--- config.mk ---
export PLATFORM = sky130hd
export DESIGN_NAME = gptm_top
export DESIGN_NICKNAME = d
export VERILOG_FILES = /design/src/hdl/gptm_pkg.sv /design/src/hdl/gptm_counter.sv /design/src/hdl/gptm_top.sv
export VERILOG_INCLUDE_DIRS = /design/src /design/src/hdl
export SDC_FILE = /design/constraint.sdc
export NUM_CORES = 1
export LEC_CHECK = 0
export ABC_CLOCK_PERIOD_IN_PS = 3990
export BUFFER_PORTS_ARGS = -buffer_cell sky130_fd_sc_hd__buf_4
export CORE_MARGIN = 2
export CORE_UTILIZATION = 42
export CTS_BUF_LIST = sky130_fd_sc_hd__clkbuf_2
export CTS_CLUSTER_SIZE = 25
export DETAILED_ROUTE_END_ITERATION = 6
export HOLD_SLACK_MARGIN = 0.08
export PLACE_DENSITY = 0.66
export SYNTH_ARGS = -nofsm -noshare
export SYNTH_HDL_FRONTEND = slang
export SYNTH_SLANG_ARGS = --single-unit
--- constraint.sdc ---
create_clock -name aclk -period 3.99 [get_ports aclk]
set_clock_uncertainty 0.2 [all_clocks]
set_input_delay 0.798 -clock aclk [delete_from_list [all_inputs] [get_ports aclk]]
set_output_delay 0.798 -clock aclk [all_outputs]
set_load 0.05 [all_outputs]
--- src/hdl/gptm_regs.svh ---
`ifndef GPTM_REGS_SVH
`define GPTM_REGS_SVH
// Register indices as printed, byte address is four times the index
`define GPTM_IDX_CTRL 8'h11
`define GPTM_IDX_TO_HI 8'h12
`define GPTM_IDX_TO_LO 8'h13
`define GPTM_IDX_MASK 8'h14
`define GPTM_IDX_STAT 8'h17
`define GPTM_IDX_CMD 8'h20
`define GPTM_IDX_LIVE 8'h21
`define GPTM_IDX_SRC 8'h22
`define GPTM_IDX_SMSK 8'h23
// Field positions in the control register
`define GPTM_TRIG_MSB 7
`define GPTM_TRIG_LSB 5
`define GPTM_EMV_BIT 1
`define GPTM_STEP_BIT 0
// Command register bits
`define GPTM_CMD_START 0
`define GPTM_CMD_DEFAULT 1
// Reset values
`define GPTM_CTRL_RST 8'h00
`define GPTM_MASK_RST 8'h00
`define GPTM_TO_RST 16'h0000
// Carrier periods per timeout unit, and carrier divider step
`define GPTM_UNIT_FC 8
`define GPTM_NRT_STEP_SHORT 64
`define GPTM_NRT_STEP_LONG 4096
`endif

--- src/hdl/gptm_pkg.sv ---
package gptm_pkg;
  // Trigger source codes
  typedef enum logic [2:0] {
    GPTM_TRIG_CMD = 3'h0,
    GPTM_TRIG_RX_END = 3'h1,
    GPTM_TRIG_RX_START = 3'h2,
    GPTM_TRIG_TX_END_NFC = 3'h3
  } gptm_trig_t;
  // Events seen by the block, one cycle pulses
  typedef struct packed {
    logic osc_stable;
    logic water_level;
    logic rx_start;
    logic rx_end;
    logic tx_end;
    logic collision;
    logic timer_nfc;
    logic err_wake;
  } gptm_evt_t;
endpackage : gptm_pkg

--- src/hdl/gptm_counter.sv ---
`timescale 1ns/1ps
// Down counter of the general purpose timer, counting on a unit enable
module gptm_counter #(
  parameter int WIDTH = 16
) (
  input wire logic aclk,
  input wire logic aresetn,
  input wire logic unit_tick,
  input wire logic start,
  input wire logic [WIDTH-1:0] load_value,
  output logic running,
  output logic expired
);
  logic [WIDTH-1:0] count; // Units still to go
  initial begin
    if (WIDTH < 2) $error("gptm_counter WIDTH too small");
  end
  // Load on start, count down per unit, pulse on reaching zero
  always_ff @(posedge aclk) begin
    if (!aresetn) begin
      count <= '0;
      running <= 1'b0;
      expired <= 1'b0;
    end else begin
      expired <= 1'b0;
      if (start) begin
        count <= load_value;
        running <= 1'b1;
      end else if (running && unit_tick) begin
        if (count <= {{(WIDTH-1){1'b0}}, 1'b1}) begin
          running <= 1'b0;
          expired <= 1'b1;
        end else begin
          count <= count - {{(WIDTH-1){1'b0}}, 1'b1};
        end
      end
    end
  end
endmodule : gptm_counter

--- src/hdl/gptm_top.sv ---
//Operation
// Control bits 7..5 select timer trigger
// Code zero starts only by command
// Code one rx end, two rx start
// Code three tx end; expiry drops field
// Codes four to seven never start timer; the command start still starts it
// Control bit 1 selects EMV mode
// Control bit 0 selects 64 or 4096 step
// Timeout high byte 12h, low 13h
// Timeout counted in eight carrier periods
// Defaults on reset and set-default command
// Mask bit 7 blocks oscillator stable irq
// Mask bits 6..2 block their events
// Control and mask reset zero, unused zero
// Status read clears, except summary bits
//
// The AXI4-Lite interface to the registers was chosen for this implementation.
`timescale 1ns/1ps
`include "gptm_regs.svh"
module gptm_top import gptm_pkg::*; #(
  parameter int FC_DIV = 1
) (
  input wire logic aclk,
  input wire logic aresetn,
  input wire logic [11:0] s_axi_awaddr,
  input wire logic s_axi_awvalid,
  output logic s_axi_awready,
  input wire logic [31:0] s_axi_wdata,
  input wire logic [3:0] s_axi_wstrb,
  input wire logic s_axi_wvalid,
  output logic s_axi_wready,
  output logic [1:0] s_axi_bresp,
  output logic s_axi_bvalid,
  input wire logic s_axi_bready,
  input wire logic [11:0] s_axi_araddr,
  input wire logic s_axi_arvalid,
  output logic s_axi_arready,
  output logic [31:0] s_axi_rdata,
  output logic [1:0] s_axi_rresp,
  output logic s_axi_rvalid,
  input wire logic s_axi_rready,
  input wire logic fc_tick,
  input wire gptm_evt_t events,
  input wire logic nfc_mode,
  input wire logic timer_detail_read,
  input wire logic err_detail_read,
  output logic gp_expired,
  output logic gp_running,
  output logic field_off,
  output logic nrt_emv_mode,
  output logic nrt_step_long,
  output logic irq,
  output logic src_irq
);
  initial begin
    if (FC_DIV < 1) $error("gptm_top FC_DIV must be at least one");
  end
  // Byte address of an index
  function automatic logic [11:0] addr_of(input logic [7:0] idx);
    addr_of = {2'b00, idx, 2'b00};
  endfunction : addr_of
  // Registers
  logic [7:0] ctrl; // Trigger and step control
  logic [7:0] to_hi; // Timeout high byte
  logic [7:0] to_lo; // Timeout low byte
  logic [7:0] mask; // Main interrupt mask
  logic [7:0] stat; // Main interrupt status
  logic [1:0] src; // Block sticky events: bit0 expiry, bit1 field off
  logic [1:0] smsk; // Mask for the block events
  // Write channel capture
  logic aw_hold;
  logic w_hold;
  logic [11:0] aw_addr;
  logic [31:0] w_data;
  logic [3:0] w_strb;
  wire do_write = aw_hold && w_hold && !s_axi_bvalid;
  wire wr_byte = do_write && w_strb[0];
  wire wr_ctrl = wr_byte && aw_addr == addr_of(`GPTM_IDX_CTRL);
  wire wr_hi = wr_byte && aw_addr == addr_of(`GPTM_IDX_TO_HI);
  wire wr_lo = wr_byte && aw_addr == addr_of(`GPTM_IDX_TO_LO);
  wire wr_mask = wr_byte && aw_addr == addr_of(`GPTM_IDX_MASK);
  wire wr_cmd = wr_byte && aw_addr == addr_of(`GPTM_IDX_CMD);
  wire wr_src = wr_byte && aw_addr == addr_of(`GPTM_IDX_SRC);
  wire wr_smsk = wr_byte && aw_addr == addr_of(`GPTM_IDX_SMSK);
  wire wr_known = wr_ctrl | wr_hi | wr_lo | wr_mask | wr_cmd | wr_src | wr_smsk
    | (do_write && !w_strb[0] && aw_addr[11:10] == 2'b00);
  wire cmd_start = wr_cmd && w_data[`GPTM_CMD_START];
  wire cmd_default = wr_cmd && w_data[`GPTM_CMD_DEFAULT];
  // Read decode
  wire rd_take = s_axi_arvalid && s_axi_arready;
  wire rd_stat = rd_take && s_axi_araddr == addr_of(`GPTM_IDX_STAT);
  logic [31:0] rd_word;
  logic rd_ok;
  always_comb begin
    rd_ok = 1'b1;
    case (s_axi_araddr)
      addr_of(`GPTM_IDX_CTRL): rd_word = {24'h000000, ctrl};
      addr_of(`GPTM_IDX_TO_HI): rd_word = {24'h000000, to_hi};
      addr_of(`GPTM_IDX_TO_LO): rd_word = {24'h000000, to_lo};
      addr_of(`GPTM_IDX_MASK): rd_word = {24'h000000, mask};
      addr_of(`GPTM_IDX_STAT): rd_word = {24'h000000, stat};
      addr_of(`GPTM_IDX_CMD): rd_word = 32'h00000000;
      addr_of(`GPTM_IDX_LIVE): rd_word = {30'h00000000, gp_running, field_off};
      addr_of(`GPTM_IDX_SRC): rd_word = {30'h00000000, src};
      addr_of(`GPTM_IDX_SMSK): rd_word = {30'h00000000, smsk};
      default: begin
        rd_word = 32'h00000000;
        rd_ok = 1'b0;
      end
    endcase
  end
  // Write address and data are taken in either order
  always_ff @(posedge aclk) begin
    if (!aresetn) begin
      aw_hold <= 1'b0;
      w_hold <= 1'b0;
      aw_addr <= 12'h000;
      w_data <= 32'h00000000;
      w_strb <= 4'h0;
      s_axi_bvalid <= 1'b0;
      s_axi_bresp <= 2'b00;
    end else begin
      if (s_axi_awvalid && s_axi_awready) begin
        aw_hold <= 1'b1;
        aw_addr <= {s_axi_awaddr[11:2], 2'b00};
      end
      if (s_axi_wvalid && s_axi_wready) begin
        w_hold <= 1'b1;
        w_data <= s_axi_wdata;
        w_strb <= s_axi_wstrb;
      end
      if (do_write) begin
        aw_hold <= 1'b0;
        w_hold <= 1'b0;
        s_axi_bvalid <= 1'b1;
        s_axi_bresp <= wr_known ? 2'b00 : 2'b10;
      end else if (s_axi_bvalid && s_axi_bready) begin
        s_axi_bvalid <= 1'b0;
      end
    end
  end
  assign s_axi_awready = !aw_hold && !s_axi_bvalid;
  assign s_axi_wready = !w_hold && !s_axi_bvalid;
  // Read answer one cycle after the address is taken
  always_ff @(posedge aclk) begin
    if (!aresetn) begin
      s_axi_rvalid <= 1'b0;
      s_axi_rdata <= 32'h00000000;
      s_axi_rresp <= 2'b00;
    end else if (rd_take) begin
      s_axi_rvalid <= 1'b1;
      s_axi_rdata <= {s_axi_araddr[1:0] == 2'b00 ? rd_word : 32'h00000000};
      s_axi_rresp <= rd_ok ? 2'b00 : 2'b10;
    end else if (s_axi_rvalid && s_axi_rready) begin
      s_axi_rvalid <= 1'b0;
    end
  end
  assign s_axi_arready = !s_axi_rvalid;
  // Timeout default as a whole word, so each byte is a plain part-select
  localparam logic [15:0] TO_RST = `GPTM_TO_RST;
  // Configuration registers
  always_ff @(posedge aclk) begin
    // defaults on reset
    if (!aresetn || cmd_default) begin
      // zero reset
      ctrl <= `GPTM_CTRL_RST;
      mask <= `GPTM_MASK_RST;
      to_hi <= TO_RST[15:8];
      to_lo <= TO_RST[7:0];
      smsk <= 2'b00;
    end else begin
      // unused bits zero
      if (wr_ctrl) ctrl <= w_data[7:0] & 8'he3;
      // high timeout byte
      if (wr_hi) to_hi <= w_data[7:0];
      // low timeout byte
      if (wr_lo) to_lo <= w_data[7:0];
      // unused mask bits zero
      if (wr_mask) mask <= w_data[7:0] & 8'hfc;
      if (wr_smsk) smsk <= w_data[1:0];
    end
  end
  // EMV mode select
  wire next_emv = ctrl[`GPTM_EMV_BIT];
  // step select
  wire next_step = ctrl[`GPTM_STEP_BIT];
  // trigger field
  wire [2:0] trig = ctrl[`GPTM_TRIG_MSB:`GPTM_TRIG_LSB];
  // command start always allowed, R3 and R4 event starts
  // codes four to seven match nothing
  wire auto_start = (trig == GPTM_TRIG_RX_END && events.rx_end)
    || (trig == GPTM_TRIG_RX_START && events.rx_start)
    || (trig == GPTM_TRIG_TX_END_NFC && events.tx_end && nfc_mode);
  wire gp_start = cmd_start || auto_start;
  // Latch whether a code three event, not a command, started the timer so a later change does not alter the expiry action
  logic armed_nfc;
  // Divider of the carrier tick into eight carrier period units
  logic [2:0] fc_cnt;
  wire unit_tick = fc_tick && fc_cnt == 3'h7;
  // eight carrier periods per unit
  always_ff @(posedge aclk) begin
    if (!aresetn || gp_start) fc_cnt <= 3'h0;
    else if (fc_tick) fc_cnt <= fc_cnt + 3'h1;
  end
  logic cnt_running;
  logic cnt_expired;
  gptm_counter #(.WIDTH(16)) u_counter (
    .aclk(aclk),
    .aresetn(aresetn && !cmd_default),
    .unit_tick(unit_tick),
    .start(gp_start),
    .load_value({to_hi, to_lo}),
    .running(cnt_running),
    .expired(cnt_expired)
  );
  // Timer outputs and field control
  always_ff @(posedge aclk) begin
    if (!aresetn || cmd_default) begin
      armed_nfc <= 1'b0;
      field_off <= 1'b0;
      gp_expired <= 1'b0;
      gp_running <= 1'b0;
      nrt_emv_mode <= 1'b0;
      nrt_step_long <= 1'b0;
    end else begin
      if (gp_start) armed_nfc <= !cmd_start && trig == GPTM_TRIG_TX_END_NFC;
      // field off at expiry
      if (cnt_expired && armed_nfc) field_off <= 1'b1;
      else if (cmd_start) field_off <= 1'b0;
      gp_expired <= cnt_expired;
      gp_running <= cnt_running;
      nrt_emv_mode <= next_emv;
      nrt_step_long <= next_step;
    end
  end
  // Main interrupt status: event sets win over read clear
  wire [7:0] evt_bits = events;
  always_ff @(posedge aclk) begin
    if (!aresetn || cmd_default) begin
      stat <= 8'h00;
    end else begin
      // read clears all but summary bits
      stat[7:2] <= (rd_stat ? 6'h00 : stat[7:2]) | evt_bits[7:2];
      stat[1] <= (timer_detail_read ? 1'b0 : stat[1]) | evt_bits[1];
      stat[0] <= (err_detail_read ? 1'b0 : stat[0]) | evt_bits[0];
    end
  end
  // Block events, write one to clear, set wins
  always_ff @(posedge aclk) begin
    if (!aresetn || cmd_default) src <= 2'b00;
    else src <= (src & ~(wr_src ? w_data[1:0] : 2'b00)) | {cnt_expired && armed_nfc, cnt_expired};
  end
  // mask bit 7 blocks, R12: bits 6..2
  wire irq_main = |(stat & ~mask);
  always_ff @(posedge aclk) begin
    if (!aresetn) begin
      irq <= 1'b0;
      src_irq <= 1'b0;
    end else begin
      irq <= irq_main;
      src_irq <= |(src & ~smsk);
    end
  end
endmodule : gptm_top

## After elaboration in Yosys (flattened, before gate mapping)

Cells that the tools add are included.

- Reductions and logical operators: 58
- $lt $le $gt $ge: 1
- Add/subtract/negate cells: 2
- Multiplexer cells: 22
- Eq/ne operators: 21
- Bitwise operators: 20

Operators by type and width:

| kind | number |
|---|---|
| $pmux 8 s8 | 1 |
| $eq 12x7->1 const B | 5 |
| $eq 12x8->1 const B | 4 |
| $mux 16 | 3 |
| $eq 10x5->1 const B | 4 |
| $mux 32 | 1 |
| $logic_and 1x1->1 | 31 |
| $eq 10x6->1 const B | 3 |
| $le 16x1->1 const B | 1 |
| $sub 16x1->16 const B | 1 |
| $mux 1 | 13 |
| $reduce_bool 2->1 | 5 |
| $or 1x1->1 | 9 |
| $reduce_or 9->1 | 1 |
| $and 8x8->8 | 1 |
| $logic_not 1->1 | 8 |
| $not 8->8 | 1 |
| $reduce_or 8->1 | 1 |
| $eq 3x2->1 const B | 2 |
| $mux 2 | 3 |
| $mux 6 | 1 |
| $or 6x6->6 | 1 |
| $logic_or 1x1->1 | 5 |
| $and 2x2->2 | 2 |
| other kinds (11) | 17 |

- Flip-flop bits (word level): 127
- Bits of input ports: 79
- Output and inout bits: 48
- Logic and storage cells: 153

## Depth between registers and ports, before layout

- Depth after elaboration: 12
- Gate-level depth with buffers: 8
- Gate-level depth less buffers: 7

## Modules after synthesis

Synthesis repeated with hierarchy kept, for this count alone.

- Cell total of the unflattened synthesis: 583
- Area, all modules: 5027.3 um^2

Modules (own cells, without submodules):

| module | sequential area each (um^2) | cells each | area an instance (um^2) | times used |
|---|---|---|---|---|
| gptm_top | 1661.6 | 442 | 3935.0 | 1 |
| gptm_counter | 360.3 | 141 | 1092.3 | 1 |

## Least setup slack after synthesis

OpenSTA, ideal clock, no wires.

- Path kind: input to register
- Start point: in fc_tick
- End point: reg u_counter.count[13]
- Data arrival time: 2.111 ns
- Setup time: 0.086 ns
- Stages: 7
- Data required time: 3.704 ns
- Buffers on the path: 2
- Path slack: 1.594 ns
- Cells stage by stage: buf_2 -> and3_1 -> clkbuf_1 -> nand2_1 -> nor4b_1 -> xnor2_1 -> a211oi_1

- Cells in the longest elaborated chain, start to end: 4

Ends and longest elaborated chain:

| element | RTL line | source |
|---|---|---|
| start: declaration | gptm_top.sv:42 | `input wire logic fc_tick,` |
| $logic_and 1x1->1 | gptm_top.sv:199 | `wire unit_tick = fc_tick && fc_cnt == 3'h7;` |
| $logic_and 1x1->1 | gptm_counter.sv:29 | `end else if (running && unit_tick) begin` |
| $reduce_bool 2->1 (no source line) | -- |  |
| $reduce_and 2->1 (no source line) | -- |  |
| end signal: assignment | gptm_counter.sv:27 | `count <= load_value;` |
| end signal: assignment | gptm_counter.sv:34 | `count <= count - {{(WIDTH-1){1'b0}}, 1'b1};` |
| end: declaration | gptm_counter.sv:14 | `logic [WIDTH-1:0] count;` |

No other way between the ends.
A chain may end at the register's enable or synchronous reset.

## Worst setup path in the final report

- Start point: reg aw_addr[4]
- End point: reg u_counter.count[4]

- Cells in the longest elaborated chain, start to end: 6
- Elaborated cells on any way between the ends: 11
- Those cells by class: 2 x eq/ne; 1 x mux; 8 x reduce/logical

Ends and longest elaborated chain:

| element | RTL line | source |
|---|---|---|
| start: declaration | gptm_top.sv:73 | `logic [11:0] aw_addr;` |
| start signal: assignment | gptm_top.sv:125 | `aw_addr <= {s_axi_awaddr[11:2], 2'b00};` |
| $eq 10x6->1 * | gptm_top.sv:82 | `` wire wr_cmd = wr_byte && aw_addr == addr_of(`GPTM_IDX_CMD); `` |
| $logic_and 1x1->1 * | gptm_top.sv:82 |  |
| $logic_and 1x1->1 | gptm_top.sv:87 | `` wire cmd_start = wr_cmd && w_data[`GPTM_CMD_START]; `` |
| $logic_or 1x1->1 | gptm_top.sv:194 | `wire gp_start = cmd_start \|\| auto_start;` |
| $ne 2x2->1 (no source line) / $reduce_bool 2->1 (equally long branches) | -- |  |
| $reduce_and 2->1 (no source line) | -- |  |

Mark *: on every way between the ends. The rest lies on a longest branch, timed or not.

==> impl_metrics.json <==
{
  "clk_pin_slew_ns": 0.28,
  "rsz0062_at_grt": "false",
  "grt_pass1_vias": 3978,
  "cpLargestDelayFamily": "simple AND/OR/NAND/NOR gates",
  "postCtsHoldBufs": 0,
  "netlist_area_sq_um": 4870,
  "seq_area_sq_um": 2020,
  "ys_types": 62,
  "finalMaxSlewViolations": 0,
  "worstPathRequired_ns": 4.21,
  "critPathMaxStageDelay_ns": 0.57,
  "fp.dieW_um": 112,
  "grt_pass1_wl_um": 18900,
  "path_max_fanout": 59,
  "path_buf_inv": 1,
  "hold_class": "in -> reg",
  "yosys_warnings": 0,
  "cts_buffers": 9,
  "finalHoldViolations": 0,
  "startpoint": "aw_addr[4]",
  "power.total_mw": 1.86,
  "drtIter0Drc": 244,
  "worstMarginPinSlew_ns": 0.804,
  "layout-drive-gt1-share_pct": 17.0,
  "post-route-period-util_pct": 67.9,
  "dpl.hpwl_um": 8320,
  "antennaDiodeCount": 0,
  "postCtsResizedCells": 0,
  "coreArea_sq_um": 11400,
  "antenna_found_initial": 0,
  "total_leakage_power_nw": 2.23,
  "tns_ns": 0,
  "drc": 0,
  "die_h_um": 112,
  "synthCells": 562,
  "yosysMostFrequentCell": "dfxtp_1",
  "synth-main-ff-cell": "dfxtp_1",
  "drt_first_pass_iters": 5,
  "slowest_stage": "or4_4",
  "synth_async_sr_flop_share_pct": 0,
  "irDropWorstVdd_uv": 168,
  "max-clock-path-buffers": 2,
  "ys_seq_area_share_pct": 41.5,
  "io_buffer_count": 71,
  "vias": 4008,
  "cp_cell_sequence": "or4_4, nor4_4, nand3_1, nand2_1, buf_4, a211oi_1",
  "worstSetupPathType": "reg -> reg",
  "finalNetCount": 701,
  "cts_setup_buffers": 0,
  "max_freq_ghz": 0.369,
  "fin_crit_ns": 2.71,
  "synth_largest_area_cell": "dfxtp_1",
  "r2r_start": "aw_addr[4]",
  "rows": 39,
  "clock-sinks": 101,
  "io_pins": 127,
  "yosys-top-cells-count": "dfxtp_1 (101), nor2_1 (82), nand2_1 (61)",
  "wl_um": 11100,
  "grt_overflow": 0,
  "synth_top_cell_area_share_pct": 41.5,
  "outcome": "complete, no violations",
  "cts_root_buffer": "clkbuf_2",
  "p_per_area_nw_per_um2": 337,
  "crit_arrival_ns": 2.93,
  "maxCapViolCount": 0,
  "area_growth_pct": 13.1,
  "antenna_left": 0,
  "vias_per_cell": 5.24,
  "grt.total_usage_pct": 18.3,
  "postSynthAreaPerCell_sq_um": 8.67,
  "tritoncts": "done",
  "initial_core_util_pct": 42.9,
  "synth_edf_count": 0,
  "critPathCaptureType": "flip-flop",
  "hold_start": "events[2]",
  "nFillCells": 1156,
  "max_slew_margin_pct": 46.2,
  "worstSkewPairLatency_ns": 0.55,
  "synth-seq-cells": 101,
  "ys_top_cells_by_area": "dfxtp_1 (41%), mux2i_1 (7.6%), nor2_1 (6.3%), nand2_1 (4.7%), buf_4 (4.3%)",
  "dieArea_sq_um": 12500,
  "routabilityCongestion": 0.812,
  "wl_per_cell_um": 14.5,
  "setup_viol": 0,
  "htree_levels": 3,
  "startpoint_type": "flip-flop",
  "grt_max_degree": 60,
  "multi_input_area_sq_um": 2570
}
-- path summary, 6_finish.rpt --
check                  endpoint  slack (ns)  cells past startpoint
min reg2reg      s_axi_rdata[4]        0.29                      2
max reg2reg  u_counter.count[4]        1.28                      6
min                     stat[2]        0.22                      3
max          u_counter.count[4]        1.28                      6
-- registers in the layout (all words and copies together) (netlist names), 2 cells and up --
signal	flops
src	2
u_counter.count	16
to_hi	8
fc_cnt	3
mask	6
w_data	8
s_axi_rdata	8
smsk	2
to_lo	8
stat	8
aw_addr	10
ctrl	5
-- per-stage QoR --
stage	setup slack (ns)	std cells	hold slack, ns	utilization (%)	instance area [sq um]
finish	1.28	765	0.220	48.5	5510
detailed placement	1.32	750	0.248	47.3	5380
floorplan	1.59	587	0.239	-	4970
global route	0.996	765	0.145	48.5	5510
CTS	1.26	765	0.164	48.5	5510
global placement	1.39	750	0.239	47.3	5380
-- cell usage in the layout (no fill, tap or decap), drive strengths merged, types with 3 or more instances in the layout --
master	instances
dfxtp	101
nor2	83
buf	74
nand2	61
mux2i	37
conb	26
a21oi	25
a21boi	21
a211oi	21
xnor2	17
inv	15
o21ai	12
nand3	10
clkbuf	10
or3	9
nor4	9
nand2b	8
nand3b	7
and3	5
nor3	5
and2	4
nor2b	4
nor3b	4
a22o	4
ha	4
nor4b	4
nor4bb	3
a221oi	3
or4	3
-- routing by layer --
layer  up-vias  global-route usage (%)  part of all wire [%]
met3        17                    3.81                   4.5
met4         0                    5.19                   1.9
li1       2015                       -                     -
met2        99                    31.1                    48
met5         -                       0                     0
met1      1877                    23.6                    46
-- worst register-to-register path: cells and delay by family, from the launching register on --
kind / cells / cell delay, ns
buffers and inverters: 1 / 0.51
DFF: 1 / 0.42
AOI/OAI and AO/OA: 1 / 0.13
and+or+nand+nor: 4 / 1.32
-- cell type report --
cell class / count / area share, %
Sequential cell: 101 / 36.7
Clock inverter: 5 / 1.52
Inverter: 14 / 0.953
Timing Repair Buffer: 74 / 10.1
Multi-Input combinational cell: 418 / 46.6
Tap cell: 143 / 3.24
Clock buffer: 10 / 0.908
-- where the power goes --
part | total (mW) | internal (mW) | switching, mW
Clock | 0.544 | 0.208 | 0.336
Sequential | 1.07 | 1.04 | 0.0327
Combinational | 0.240 | 0.0818 | 0.158
Total | 1.86 | 1.33 | 0.527
-- cells by family after synthesis --
kind of cell | count (synthesis) | share of synthesized area (%)
AOI/OAI and AO/OA | 101 | 14.3
buffers and inverters | 68 | 7.70
xor gates and xnor gates | 18 | 3.23
other | 1 | 0.0769
DFF | 101 | 41.5
adders and majority gates | 4 | 1.03
and+or+nand+nor | 230 | 24.2
muxes | 39 | 8.06
Note: power is estimated with default switching activity, not from simulation.
